$ cat src/itcr_pkg.sv
// Purpose: Shared constants for the channel result and configuration register bank.
// Assumes: Byte-wide registers at the printed offsets, 200 MHz mclk.
// Notes:   Scan periods are derived from the clock rate and the sample rates.
package itcr_pkg;
  localparam int unsigned CLK_HZ            = 200_000_000;
  localparam logic [7:0]  OFS_CH2_LOW       = 8'h06;
  localparam logic [7:0]  OFS_CH2_HIGH      = 8'h07;
  localparam logic [7:0]  OFS_CH3_LOW       = 8'h08;
  localparam logic [7:0]  OFS_CH3_HIGH      = 8'h09;
  localparam logic [7:0]  OFS_RESET_CTRL    = 8'h0A;
  localparam logic [7:0]  OFS_CH_ENABLE     = 8'h0C;
  localparam logic [7:0]  OFS_SCAN_RATE     = 8'h0D;
  localparam int          BIT_FULL_RESET    = 4;
  localparam int          BIT_CONFIG_HOLD   = 0;
  localparam int          BIT_FAST_SCAN     = 3;
  localparam int          BIT_CONT_SCAN     = 2;
  localparam logic [7:0]  RST_RESULT        = 8'h00;
  localparam logic [7:0]  RST_RESET_CTRL    = 8'h00;
  localparam logic [7:0]  RST_CH_ENABLE     = 8'h1F;
  localparam logic [3:0]  RST_SCAN_RATE     = 4'h1;
  localparam logic [7:0]  MASK_RESET_CTRL   = 8'h11;
  localparam logic [7:0]  MASK_SCAN_RATE    = 8'h0F;
  localparam logic [7:0]  MASK_RESULT_HIGH  = 8'h0F;
  localparam int unsigned FAST_SCAN_SPS     = 160;
  localparam int unsigned FAST_PERIOD_CYC   = CLK_HZ / FAST_SCAN_SPS;
  localparam int unsigned RECOVERY_TIME_NS  = 1000;
  localparam int unsigned CLK_PERIOD_NS     = 5;
  localparam int unsigned RECOVERY_CYC      = (RECOVERY_TIME_NS + CLK_PERIOD_NS - 1) / CLK_PERIOD_NS;
  localparam int          SCAN_CNT_W        = 25;
  localparam int          RECOV_CNT_W       = 8;
endpackage : itcr_pkg

$ cat src/itcr_regs.sv
// Purpose: Result readback, device reset/hold control, channel enables and normal-power scan timing.
// Assumes: Register port is driven by the serial interface engine on mclk; core inputs are on mclk.
// Notes:   All outputs are registered; the scan tick is a one-cycle enable pulse per scan, held high on every cycle of continuous scan.
`timescale 1ns/1ps
`default_nettype none

// Function
// - Low register holds result bits 7..0.
// - High register: bits 11..8, upper nibble zero.
// - Full reset bit restores all registers.
// - No operation until chip ready is set.
// - Hold bit stops conversions, keeps configuration.
// - Enable bits switch channels 0..3, default on.
// - Low-power bits need matching normal enable.
// - Rate code selects 80/40/20/10 SPS.
// - Fast bit gives 160 SPS over rate.
// - Continuous bit overrides rate and fast.
// - Continuous ignored in low power; fixed increment.
module itcr_regs
  import itcr_pkg::*;
#(
  parameter int unsigned FAST_PERIOD = FAST_PERIOD_CYC
) (
  input  wire logic        mclk,
  input  wire logic        srst,
  input  wire logic [7:0]  reg_addr,
  input  wire logic [7:0]  reg_wdata,
  input  wire logic        reg_wr,
  input  wire logic        reg_rd,
  output var  logic [7:0]  reg_rdata,
  output var  logic        reg_rvalid,
  input  wire logic [11:0] ch2_button_result,
  input  wire logic [11:0] ch3_button_result,
  input  wire logic        result_valid,
  input  wire logic        lowpower_mode,
  input  wire logic        lp_scan_tick,
  output var  logic        chip_ready,
  output var  logic        conv_enable,
  output var  logic [3:0]  active_channels,
  output var  logic        scan_tick,
  output var  logic        continuous_active,
  output var  logic        fixed_base_increment
);

  typedef struct packed {
    logic                   hold;
    logic [7:0]             ch_enable;
    logic [3:0]             scan_cfg;
    logic [11:0]            res2;
    logic [11:0]            res3;
    logic [7:0]             rdata;
    logic                   rvalid;
    logic [RECOV_CNT_W-1:0] recov_cnt;
    logic                   ready;
    logic [SCAN_CNT_W-1:0]  scan_cnt;
    logic                   tick;
    logic                   conv;
    logic [3:0]             active;
    logic                   cont;
  } itcr_state_t;

  localparam itcr_state_t ITCR_RESET = '{
    hold:      RST_RESET_CTRL[BIT_CONFIG_HOLD],
    ch_enable: RST_CH_ENABLE,
    scan_cfg:  RST_SCAN_RATE,
    res2:      {RST_RESULT[3:0], RST_RESULT},
    res3:      {RST_RESULT[3:0], RST_RESULT},
    rdata:     8'h00,
    rvalid:    1'b0,
    recov_cnt: RECOV_CNT_W'(RECOVERY_CYC),
    ready:     1'b0,
    scan_cnt:  '0,
    tick:      1'b0,
    conv:      1'b0,
    active:    4'h0,
    cont:      1'b0
  };

  // Period of one normal-power scan in mclk cycles for a given rate setting.
  function automatic logic [SCAN_CNT_W-1:0] itcr_period(input logic [3:0] cfg);
    logic [SCAN_CNT_W-1:0] base;
    base = SCAN_CNT_W'(FAST_PERIOD);
    if (cfg[BIT_FAST_SCAN]) begin
      itcr_period = base;
    end else begin
      itcr_period = base << (3'd1 + {1'b0, cfg[1:0]});
    end
  endfunction : itcr_period

  itcr_state_t cur;
  itcr_state_t next_cur;

  logic                  run_ok;
  logic                  cont_ok;
  logic [SCAN_CNT_W-1:0] period;

  always_comb begin
    next_cur = cur;
    next_cur.rvalid = 1'b0;
    next_cur.tick = 1'b0;
    if (cur.ready && cur.recov_cnt == '0) begin
      next_cur.ready = 1'b1;
    end
    if (!cur.ready) begin
      if (cur.recov_cnt == '0) begin
        next_cur.ready = 1'b1;
      end else begin
        next_cur.recov_cnt = cur.recov_cnt - 1'b1;
      end
    end
    // Conversion results land only while converting, so held results stay stable.
    if (result_valid && cur.conv) begin
      next_cur.res2 = ch2_button_result;
      next_cur.res3 = ch3_button_result;
    end
    if (reg_rd) begin
      next_cur.rvalid = 1'b1;
      case (reg_addr)
        OFS_CH2_LOW:    next_cur.rdata = cur.res2[7:0];
        OFS_CH2_HIGH:   next_cur.rdata = {4'h0, cur.res2[11:8]} & MASK_RESULT_HIGH;
        OFS_CH3_LOW:    next_cur.rdata = cur.res3[7:0];
        OFS_CH3_HIGH:   next_cur.rdata = {4'h0, cur.res3[11:8]} & MASK_RESULT_HIGH;
        OFS_RESET_CTRL: next_cur.rdata = {7'h00, cur.hold} & MASK_RESET_CTRL;
        OFS_CH_ENABLE:  next_cur.rdata = cur.ch_enable;
        OFS_SCAN_RATE:  next_cur.rdata = {4'h0, cur.scan_cfg} & MASK_SCAN_RATE;
        default:        next_cur.rdata = 8'h00;
      endcase
    end
    // Writes during reset recovery are dropped; the host must wait for chip ready first.
    if (reg_wr && cur.ready) begin
      case (reg_addr)
        OFS_RESET_CTRL: begin
          if (reg_wdata[BIT_FULL_RESET]) begin
            next_cur = ITCR_RESET;
          end else begin
            next_cur.hold = reg_wdata[BIT_CONFIG_HOLD];
          end
        end
        OFS_CH_ENABLE:  next_cur.ch_enable = reg_wdata;
        OFS_SCAN_RATE:  next_cur.scan_cfg = reg_wdata[3:0];
        default: begin
        end
      endcase
    end
  end

  // Scan timing runs from the registered configuration to keep the long counter off the bus path.
  always_comb begin
    run_ok  = next_cur.ready && !next_cur.hold;
    cont_ok = cur.scan_cfg[BIT_CONT_SCAN] && !lowpower_mode;
    period  = itcr_period(cur.scan_cfg);
  end

  itcr_state_t scan_next;

  always_comb begin
    scan_next = next_cur;
    scan_next.conv = run_ok;
    scan_next.cont = run_ok && cont_ok;
    if (lowpower_mode) begin
      scan_next.active = cur.ch_enable[3:0] & cur.ch_enable[7:4];
    end else begin
      scan_next.active = cur.ch_enable[3:0];
    end
    if (!run_ok) begin
      scan_next.scan_cnt = '0;
      scan_next.tick = 1'b0;
      scan_next.active = 4'h0;
    end else if (lowpower_mode) begin
      scan_next.scan_cnt = '0;
      scan_next.tick = lp_scan_tick;
    end else if (cont_ok) begin
      scan_next.scan_cnt = '0;
      scan_next.tick = 1'b1;
    end else if (cur.scan_cnt >= period - 1'b1) begin
      scan_next.scan_cnt = '0;
      scan_next.tick = 1'b1;
    end else begin
      scan_next.scan_cnt = cur.scan_cnt + 1'b1;
    end
  end

  always_ff @(posedge mclk) begin
    if (srst) begin
      cur <= ITCR_RESET;
    end else begin
      cur <= scan_next;
    end
  end

  always_comb begin
    reg_rdata            = cur.rdata;
    reg_rvalid           = cur.rvalid;
    chip_ready           = cur.ready;
    conv_enable          = cur.conv;
    active_channels      = cur.active;
    scan_tick            = cur.tick;
    continuous_active    = cur.cont;
    fixed_base_increment = cur.cont;
  end

  chk_low_result: assert property (@(posedge mclk) disable iff (srst)
    (reg_rd && reg_addr == OFS_CH2_LOW && !(reg_wr && reg_addr == OFS_RESET_CTRL))
      |=> reg_rvalid && reg_rdata == cur.res2[7:0] || reg_rdata == $past(cur.res2[7:0]))
    else $error("Channel 2 low result readback wrong.");

  chk_high_nibble: assert property (@(posedge mclk) disable iff (srst)
    (reg_rd && (reg_addr == OFS_CH2_HIGH || reg_addr == OFS_CH3_HIGH)) |=> reg_rdata[7:4] == 4'h0)
    else $error("High result upper nibble not zero.");

  chk_full_reset: assert property (@(posedge mclk) disable iff (srst)
    (reg_wr && chip_ready && reg_addr == OFS_RESET_CTRL && reg_wdata[BIT_FULL_RESET])
      |=> !chip_ready && cur.ch_enable == RST_CH_ENABLE && cur.scan_cfg == RST_SCAN_RATE && !cur.hold)
    else $error("Full reset did not restore defaults.");

  chk_ready_gate: assert property (@(posedge mclk) disable iff (srst)
    !chip_ready |-> !conv_enable && !scan_tick && active_channels == 4'h0)
    else $error("Activity before chip ready.");

  chk_hold_stop: assert property (@(posedge mclk) disable iff (srst)
    // A capture may still land on the very edge at which hold rises, so stability is only owed from the next one.
    (cur.hold && $past(cur.hold)) |-> !conv_enable && !scan_tick && $stable(cur.res2))
    else $error("Conversion activity during configuration hold.");

  chk_enable_mask: assert property (@(posedge mclk) disable iff (srst)
    (conv_enable && !$past(lowpower_mode)) |-> active_channels == $past(cur.ch_enable[3:0]))
    else $error("Active channels do not follow enables.");

  chk_lp_mask: assert property (@(posedge mclk) disable iff (srst)
    (conv_enable && $past(lowpower_mode)) |-> (active_channels & ~$past(cur.ch_enable[3:0])) == 4'h0)
    else $error("Low-power channel active without its enable.");

  chk_cont_back: assert property (@(posedge mclk) disable iff (srst)
    continuous_active |-> scan_tick)
    else $error("Continuous scan left a gap.");

  chk_cont_lowpwr: assert property (@(posedge mclk) disable iff (srst)
    $past(lowpower_mode) |-> !continuous_active)
    else $error("Continuous scan active in low power.");

  chk_scan_bound: assert property (@(posedge mclk) disable iff (srst)
    cur.scan_cnt < (cur.scan_cfg[BIT_FAST_SCAN] ? SCAN_CNT_W'(FAST_PERIOD) : SCAN_CNT_W'(FAST_PERIOD) << 4))
    else $error("Scan counter beyond period.");

  chk_reserved_rd: assert property (@(posedge mclk) disable iff (srst)
    (reg_rd && reg_addr == OFS_SCAN_RATE) |=> reg_rdata[7:4] == 4'h0)
    else $error("Reserved scan-rate bits read nonzero.");

  // Channel 3 uses the same byte split as channel 2.
  chk_low_ch3: assert property (@(posedge mclk) disable iff (srst)
    (reg_rd && reg_addr == OFS_CH3_LOW && !reg_wr) |=> reg_rvalid && reg_rdata == $past(cur.res3[7:0]))
    else $error("Channel 3 low result readback wrong.");

  chk_high_ch2: assert property (@(posedge mclk) disable iff (srst)
    (reg_rd && reg_addr == OFS_CH2_HIGH && !reg_wr) |=> reg_rdata[3:0] == $past(cur.res2[11:8]))
    else $error("Channel 2 high result readback wrong.");

  // Every read strobe is answered exactly one cycle later unless a full reset is written in the same cycle, and nothing else raises the answer.
  chk_rvalid_pulse: assert property (@(posedge mclk) disable iff (srst)
    reg_rd |=> reg_rvalid)
    else $error("Read strobe not answered.");

  chk_rvalid_only: assert property (@(posedge mclk) disable iff (srst)
    !reg_rd |=> !reg_rvalid)
    else $error("Read answer without a strobe.");

  // The full reset bit self-clears, so the control byte can only ever show the hold bit.
  chk_reset_rdbits: assert property (@(posedge mclk) disable iff (srst)
    (reg_rd && reg_addr == OFS_RESET_CTRL) |=> reg_rdata[7:1] == 7'h00)
    else $error("Reserved reset-control bits read nonzero.");

  // Once ready, only a full reset may take readiness away again.
  chk_ready_keep: assert property (@(posedge mclk) disable iff (srst)
    (chip_ready && !(reg_wr && reg_addr == OFS_RESET_CTRL && reg_wdata[BIT_FULL_RESET])) |=> chip_ready)
    else $error("Chip ready dropped without a full reset.");

  // Writes during recovery are dropped; the host has to poll for ready first.
  chk_write_gate: assert property (@(posedge mclk) disable iff (srst)
    (!chip_ready && reg_wr && reg_addr == OFS_CH_ENABLE) |=> $stable(cur.ch_enable))
    else $error("Enable register written before chip ready.");

  chk_conv_follow: assert property (@(posedge mclk) disable iff (srst)
    conv_enable == (chip_ready && !cur.hold))
    else $error("Conversion enable disagrees with ready and hold.");

  chk_enable_write: assert property (@(posedge mclk) disable iff (srst)
    (reg_wr && chip_ready && reg_addr == OFS_CH_ENABLE) |=> cur.ch_enable == $past(reg_wdata))
    else $error("Enable register write lost.");

  // Only the low nibble of the rate byte is stored; the rest is dropped on write.
  chk_rate_write: assert property (@(posedge mclk) disable iff (srst)
    (reg_wr && chip_ready && reg_addr == OFS_SCAN_RATE) |=> cur.scan_cfg == $past(reg_wdata[3:0]))
    else $error("Scan-rate register write lost.");

  // In low power the external timer paces scans, one cycle late, whatever the rate byte says.
  chk_lp_tick: assert property (@(posedge mclk) disable iff (srst)
    (conv_enable && lowpower_mode && lp_scan_tick && !reg_wr) |=> scan_tick)
    else $error("Low-power tick not passed on.");

  chk_fixed_inc: assert property (@(posedge mclk) disable iff (srst)
    fixed_base_increment == continuous_active)
    else $error("Fixed base increment disagrees with continuous scan.");

endmodule : itcr_regs

`default_nettype wire

$ cat config.mk
export PLATFORM = sky130hd
export DESIGN_NAME = itcr_regs
export DESIGN_NICKNAME = d
export VERILOG_FILES = /design/src/itcr_pkg.sv /design/src/itcr_regs.sv
export SDC_FILE = /design/constraint.sdc
export NUM_CORES = 1
export LEC_CHECK = 0
export BUFFER_PORTS_ARGS = -buffer_cell sky130_fd_sc_hd__buf_2
export CORE_MARGIN = 2
export CORE_UTILIZATION = 35
export DETAILED_ROUTE_END_ITERATION = 10
export GPL_ROUTABILITY_DRIVEN = 0
export PLACE_DENSITY = 0.6
export SYNTH_ARGS = -nofsm -noshare
export SYNTH_HDL_FRONTEND = slang
export SYNTH_SLANG_ARGS = --single-unit
$ cat constraint.sdc
create_clock -name mclk -period 4.65 [get_ports mclk]
set_clock_uncertainty 0.1 [all_clocks]
set_input_delay 0.93 -clock mclk [delete_from_list [all_inputs] [get_ports mclk]]
set_output_delay 0.93 -clock mclk [all_outputs]
set_load 0.01 [all_outputs]
==> metrics.txt <==
fin crit period 3.776 ns; non-filler instance count after layout 745; worst min-delay path category reg -> reg; Clock Sinks 87; RSZ-0062 raised after global routing no; largest net degree at the start of global routing 30; Slowest cell on crit path o2111a_1; vias per cell 5.192; met2 GRT Util 0.2622; global routing's busiest layer met2; Seq/Total Area, Yosys 0.3789; via count 3,868; met3 global-route usage 0.02896; EDFF count, synth 0; Yosys cell types 56; Worst Slack Setup Final 0.8743 ns; most common cell after layout, fill and taps aside dfxtp_1; initial antenna violation count 0; TritonCTS clock tree built; vias in the first global route between 3,000 and 4,000; Crit path max-delay family compound AO/OA/AOI/OAI gates; per-cell routed wire length 15.00 um; status complete, no violations; gr usage total 0.1647; Post-Syn Nets 612; Post-CTS Setup Repair Bufs 0; DRC 0; first-pass GRT wire length 18.94 mm; Top FF cell, synth dfxtp_1; clock root buffer clkbuf_16; area growth from synthesis to layout 14.29%; Starting Density 0.3613; antenna cell count 0; M1 GR Usage 0.2245; Setup WS pre-CTS between 0.9 and 1 ns; crit-path cells inv_1, nand2_1, ha_1, nand3b_1, xor2_1, nand2_1, ha_1, and3_1, a41oi_1, o21ai_0, o2111a_1, o221a_2; clock buffer depth 2; Post-Synthesis Cells 532; Die ar. approximately 0.014 sq mm; most used cells in the layout excluding fill and tap cells dfxtp_1, nand2_1, buf_2; grt ovf 0; CTS Hold Buffers Added 0; crit path capture type flop; Hold Path Cell Cnt 2; flops & latches, synth 87; fmax 0.2649 GHz; placed cells 729; CTS H-tree lvls 3; core box area 0.01272 sq mm; Total Wirelength 11.17 mm; num ports 65; Worst Max-Slew Pin Slew between 1 and 1.5 ns; share of layout cells above drive strength 1 0.1728; initial drt markers 322; Synth area leader dfxtp_1; Final period util 0.8120; CP Depth 12; # setup viols final 0; kind of critical path reg -> reg; relative slew slack 0.2372; Critical Path RT 4.83 ns; Reg clk slew, reported paths about 0.06 ns; Max Cap Violations 0; residual antenna-violating net count after detailed routing 0; worst path bufs/invs 1; DR pass1 iterations 5; setup tns final 0 ns; Synth top area share 0.3789; Port Buf Inserts 64; Syn. warnings 0; final core utilization 0.4130; Clock Latency Late Sink 0.34 ns; Synth Cell Area 0.004597 sq mm; P_leak just over 2 nW; Resize count post-CTS 0; CP max FO 26; Synth area leaders dfxtp_1, ha_1, nand2_1, xor2_1, a21oi_1; Die H 118.6 um; Max stage delay on crit path around 1 ns; ys async rst share 0; Post-Syn Area per Cell 8.641 sq um; Rows 41; Final Hold Viols 0; R2R cell count 12; Detailed Place HPWL 8.459 mm; nets approximately 650; Layout fillers 1,326; P per Cell Area between 300 and 400 mW/mm^2; Startpoint Class flop; die width 118.6 um; Crit path arrival time 3.96 ns; maximum VDD drop roughly 0.15 mV; max-slew violation count 0; TritonCTS buffer count 9
==> layer usage <==
| metal | vias to the layer above | part of all wire |
|---|---|---|
| li1 | 1962 | - |
| met5 | - | 0 |
| met4 | 0 | 0.0081 |
| met2 | 81 | 0.48 |
| met3 | 4 | 0.037 |
| met1 | 1821 | 0.48 |
==> sequential cells by signal, indices dropped and copies added (netlist names) <==
name	flops
conv_enable	1
chip_ready	1
scan_tick	1
reg_rdata	8
reg_rvalid	1
active_channels	4
continuous_active	1
cur	70
==> report_power, final <==
| group | internal [W] | total (W) | switching [W] |
|---|---|---|---|
| clock network | 0.000485 | 0.000781 | 0.000296 |
| registers | 0.000754 | 0.000766 | 0.0000116 |
| logic | 0.0000349 | 0.0000796 | 0.0000448 |
| total | 0.00127 | 0.00163 | 0.000352 |
==> tightest hold or removal path, cell delays in order (launching register included) <==
cell	delay, ns
dfxtp_1	0.31
nand2_1	0.05
a21oi_1	0.05
==> metrics by stage <==
step / hold slack (ns) / cell area [sq um] / power (W)
detailed placement: 0.3454 / 4930 / 0.0008619
CTS: 0.3566 / 5254 / 0.001642
global route: 0.3813 / 5254 / 0.001683
finish: 0.3531 / 5254 / 0.001627
floorplan: 0.3263 / 4597 / 0.0008242
global placement: 0.3360 / 4930 / 0.0008591
==> logic make-up (layout without fill, tap and decap cells) <==
group | Yosys count | after routing | synth area share
AND/OR/NAND/NOR | 218 | 218 | 0.2564
buffers and inverters | 54 | 95 | 0.05879
AO/OA/AOI/OAI | 103 | 103 | 0.1437
flip-flops | 87 | 87 | 0.3789
adder cells (fa/ha/maj) | 33 | 33 | 0.08982
XOR/XNOR | 31 | 31 | 0.05906
multiplexers | 6 | 6 | 0.01334
==> synth_stat cells, types with 2 or more instances <==
cell type	n
a21o_1	6
a221oi_1	3
and3_1	8
nand3b_1	4
xnor2_1	8
buf_4	13
mux2i_1	5
nand2b_1	7
a22oi_1	8
o21ai_0	25
and2_1	4
a22o_1	2
buf_2	3
nor3_1	6
a21oi_1	35
clkbuf_1	23
nor4_2	6
nand4_1	8
nor4_1	18
a41oi_1	2
nor2_1	28
xor2_1	23
nand2_1	84
buf_6	2
and4_1	9
ha_1	33
dfxtp_1	87
nand3_1	15
nor2b_1	7
a222oi_1	6
or2_2	3
inv_1	11
nor4_4	2
o22ai_1	6
==> cell type report <==
| cell class | instances | area, sq um | share of cell area |
|---|---|---|---|
| clock buffers | 11 | 242.7 | 0.04620 |
| clock inverters | 5 | 81.33 | 0.01548 |
| inverters | 12 | 45.04 | 0.008573 |
| multi-input cells | 391 | 2585 | 0.4920 |
| flip-flops and latches | 87 | 1742 | 0.3315 |
| well taps | 172 | 215.2 | 0.04096 |
| repair buffers | 67 | 342.8 | 0.06525 |
==> final timing paths <==
check / slack (ns) / startpoint / end
min reg2reg: 0.35 / cur[61]$_SDFF_PP0_ / cur[61]$_SDFF_PP0_
max: 0.87 / cur[77]$_SDFFE_PP0P_ / scan_tick$_SDFF_PP0_
max reg2reg: 0.87 / cur[77]$_SDFFE_PP0P_ / scan_tick$_SDFF_PP0_
min: 0.35 / cur[61]$_SDFF_PP0_ / cur[61]$_SDFF_PP0_
No activity file was read; power rests on OpenSTA's default activity.
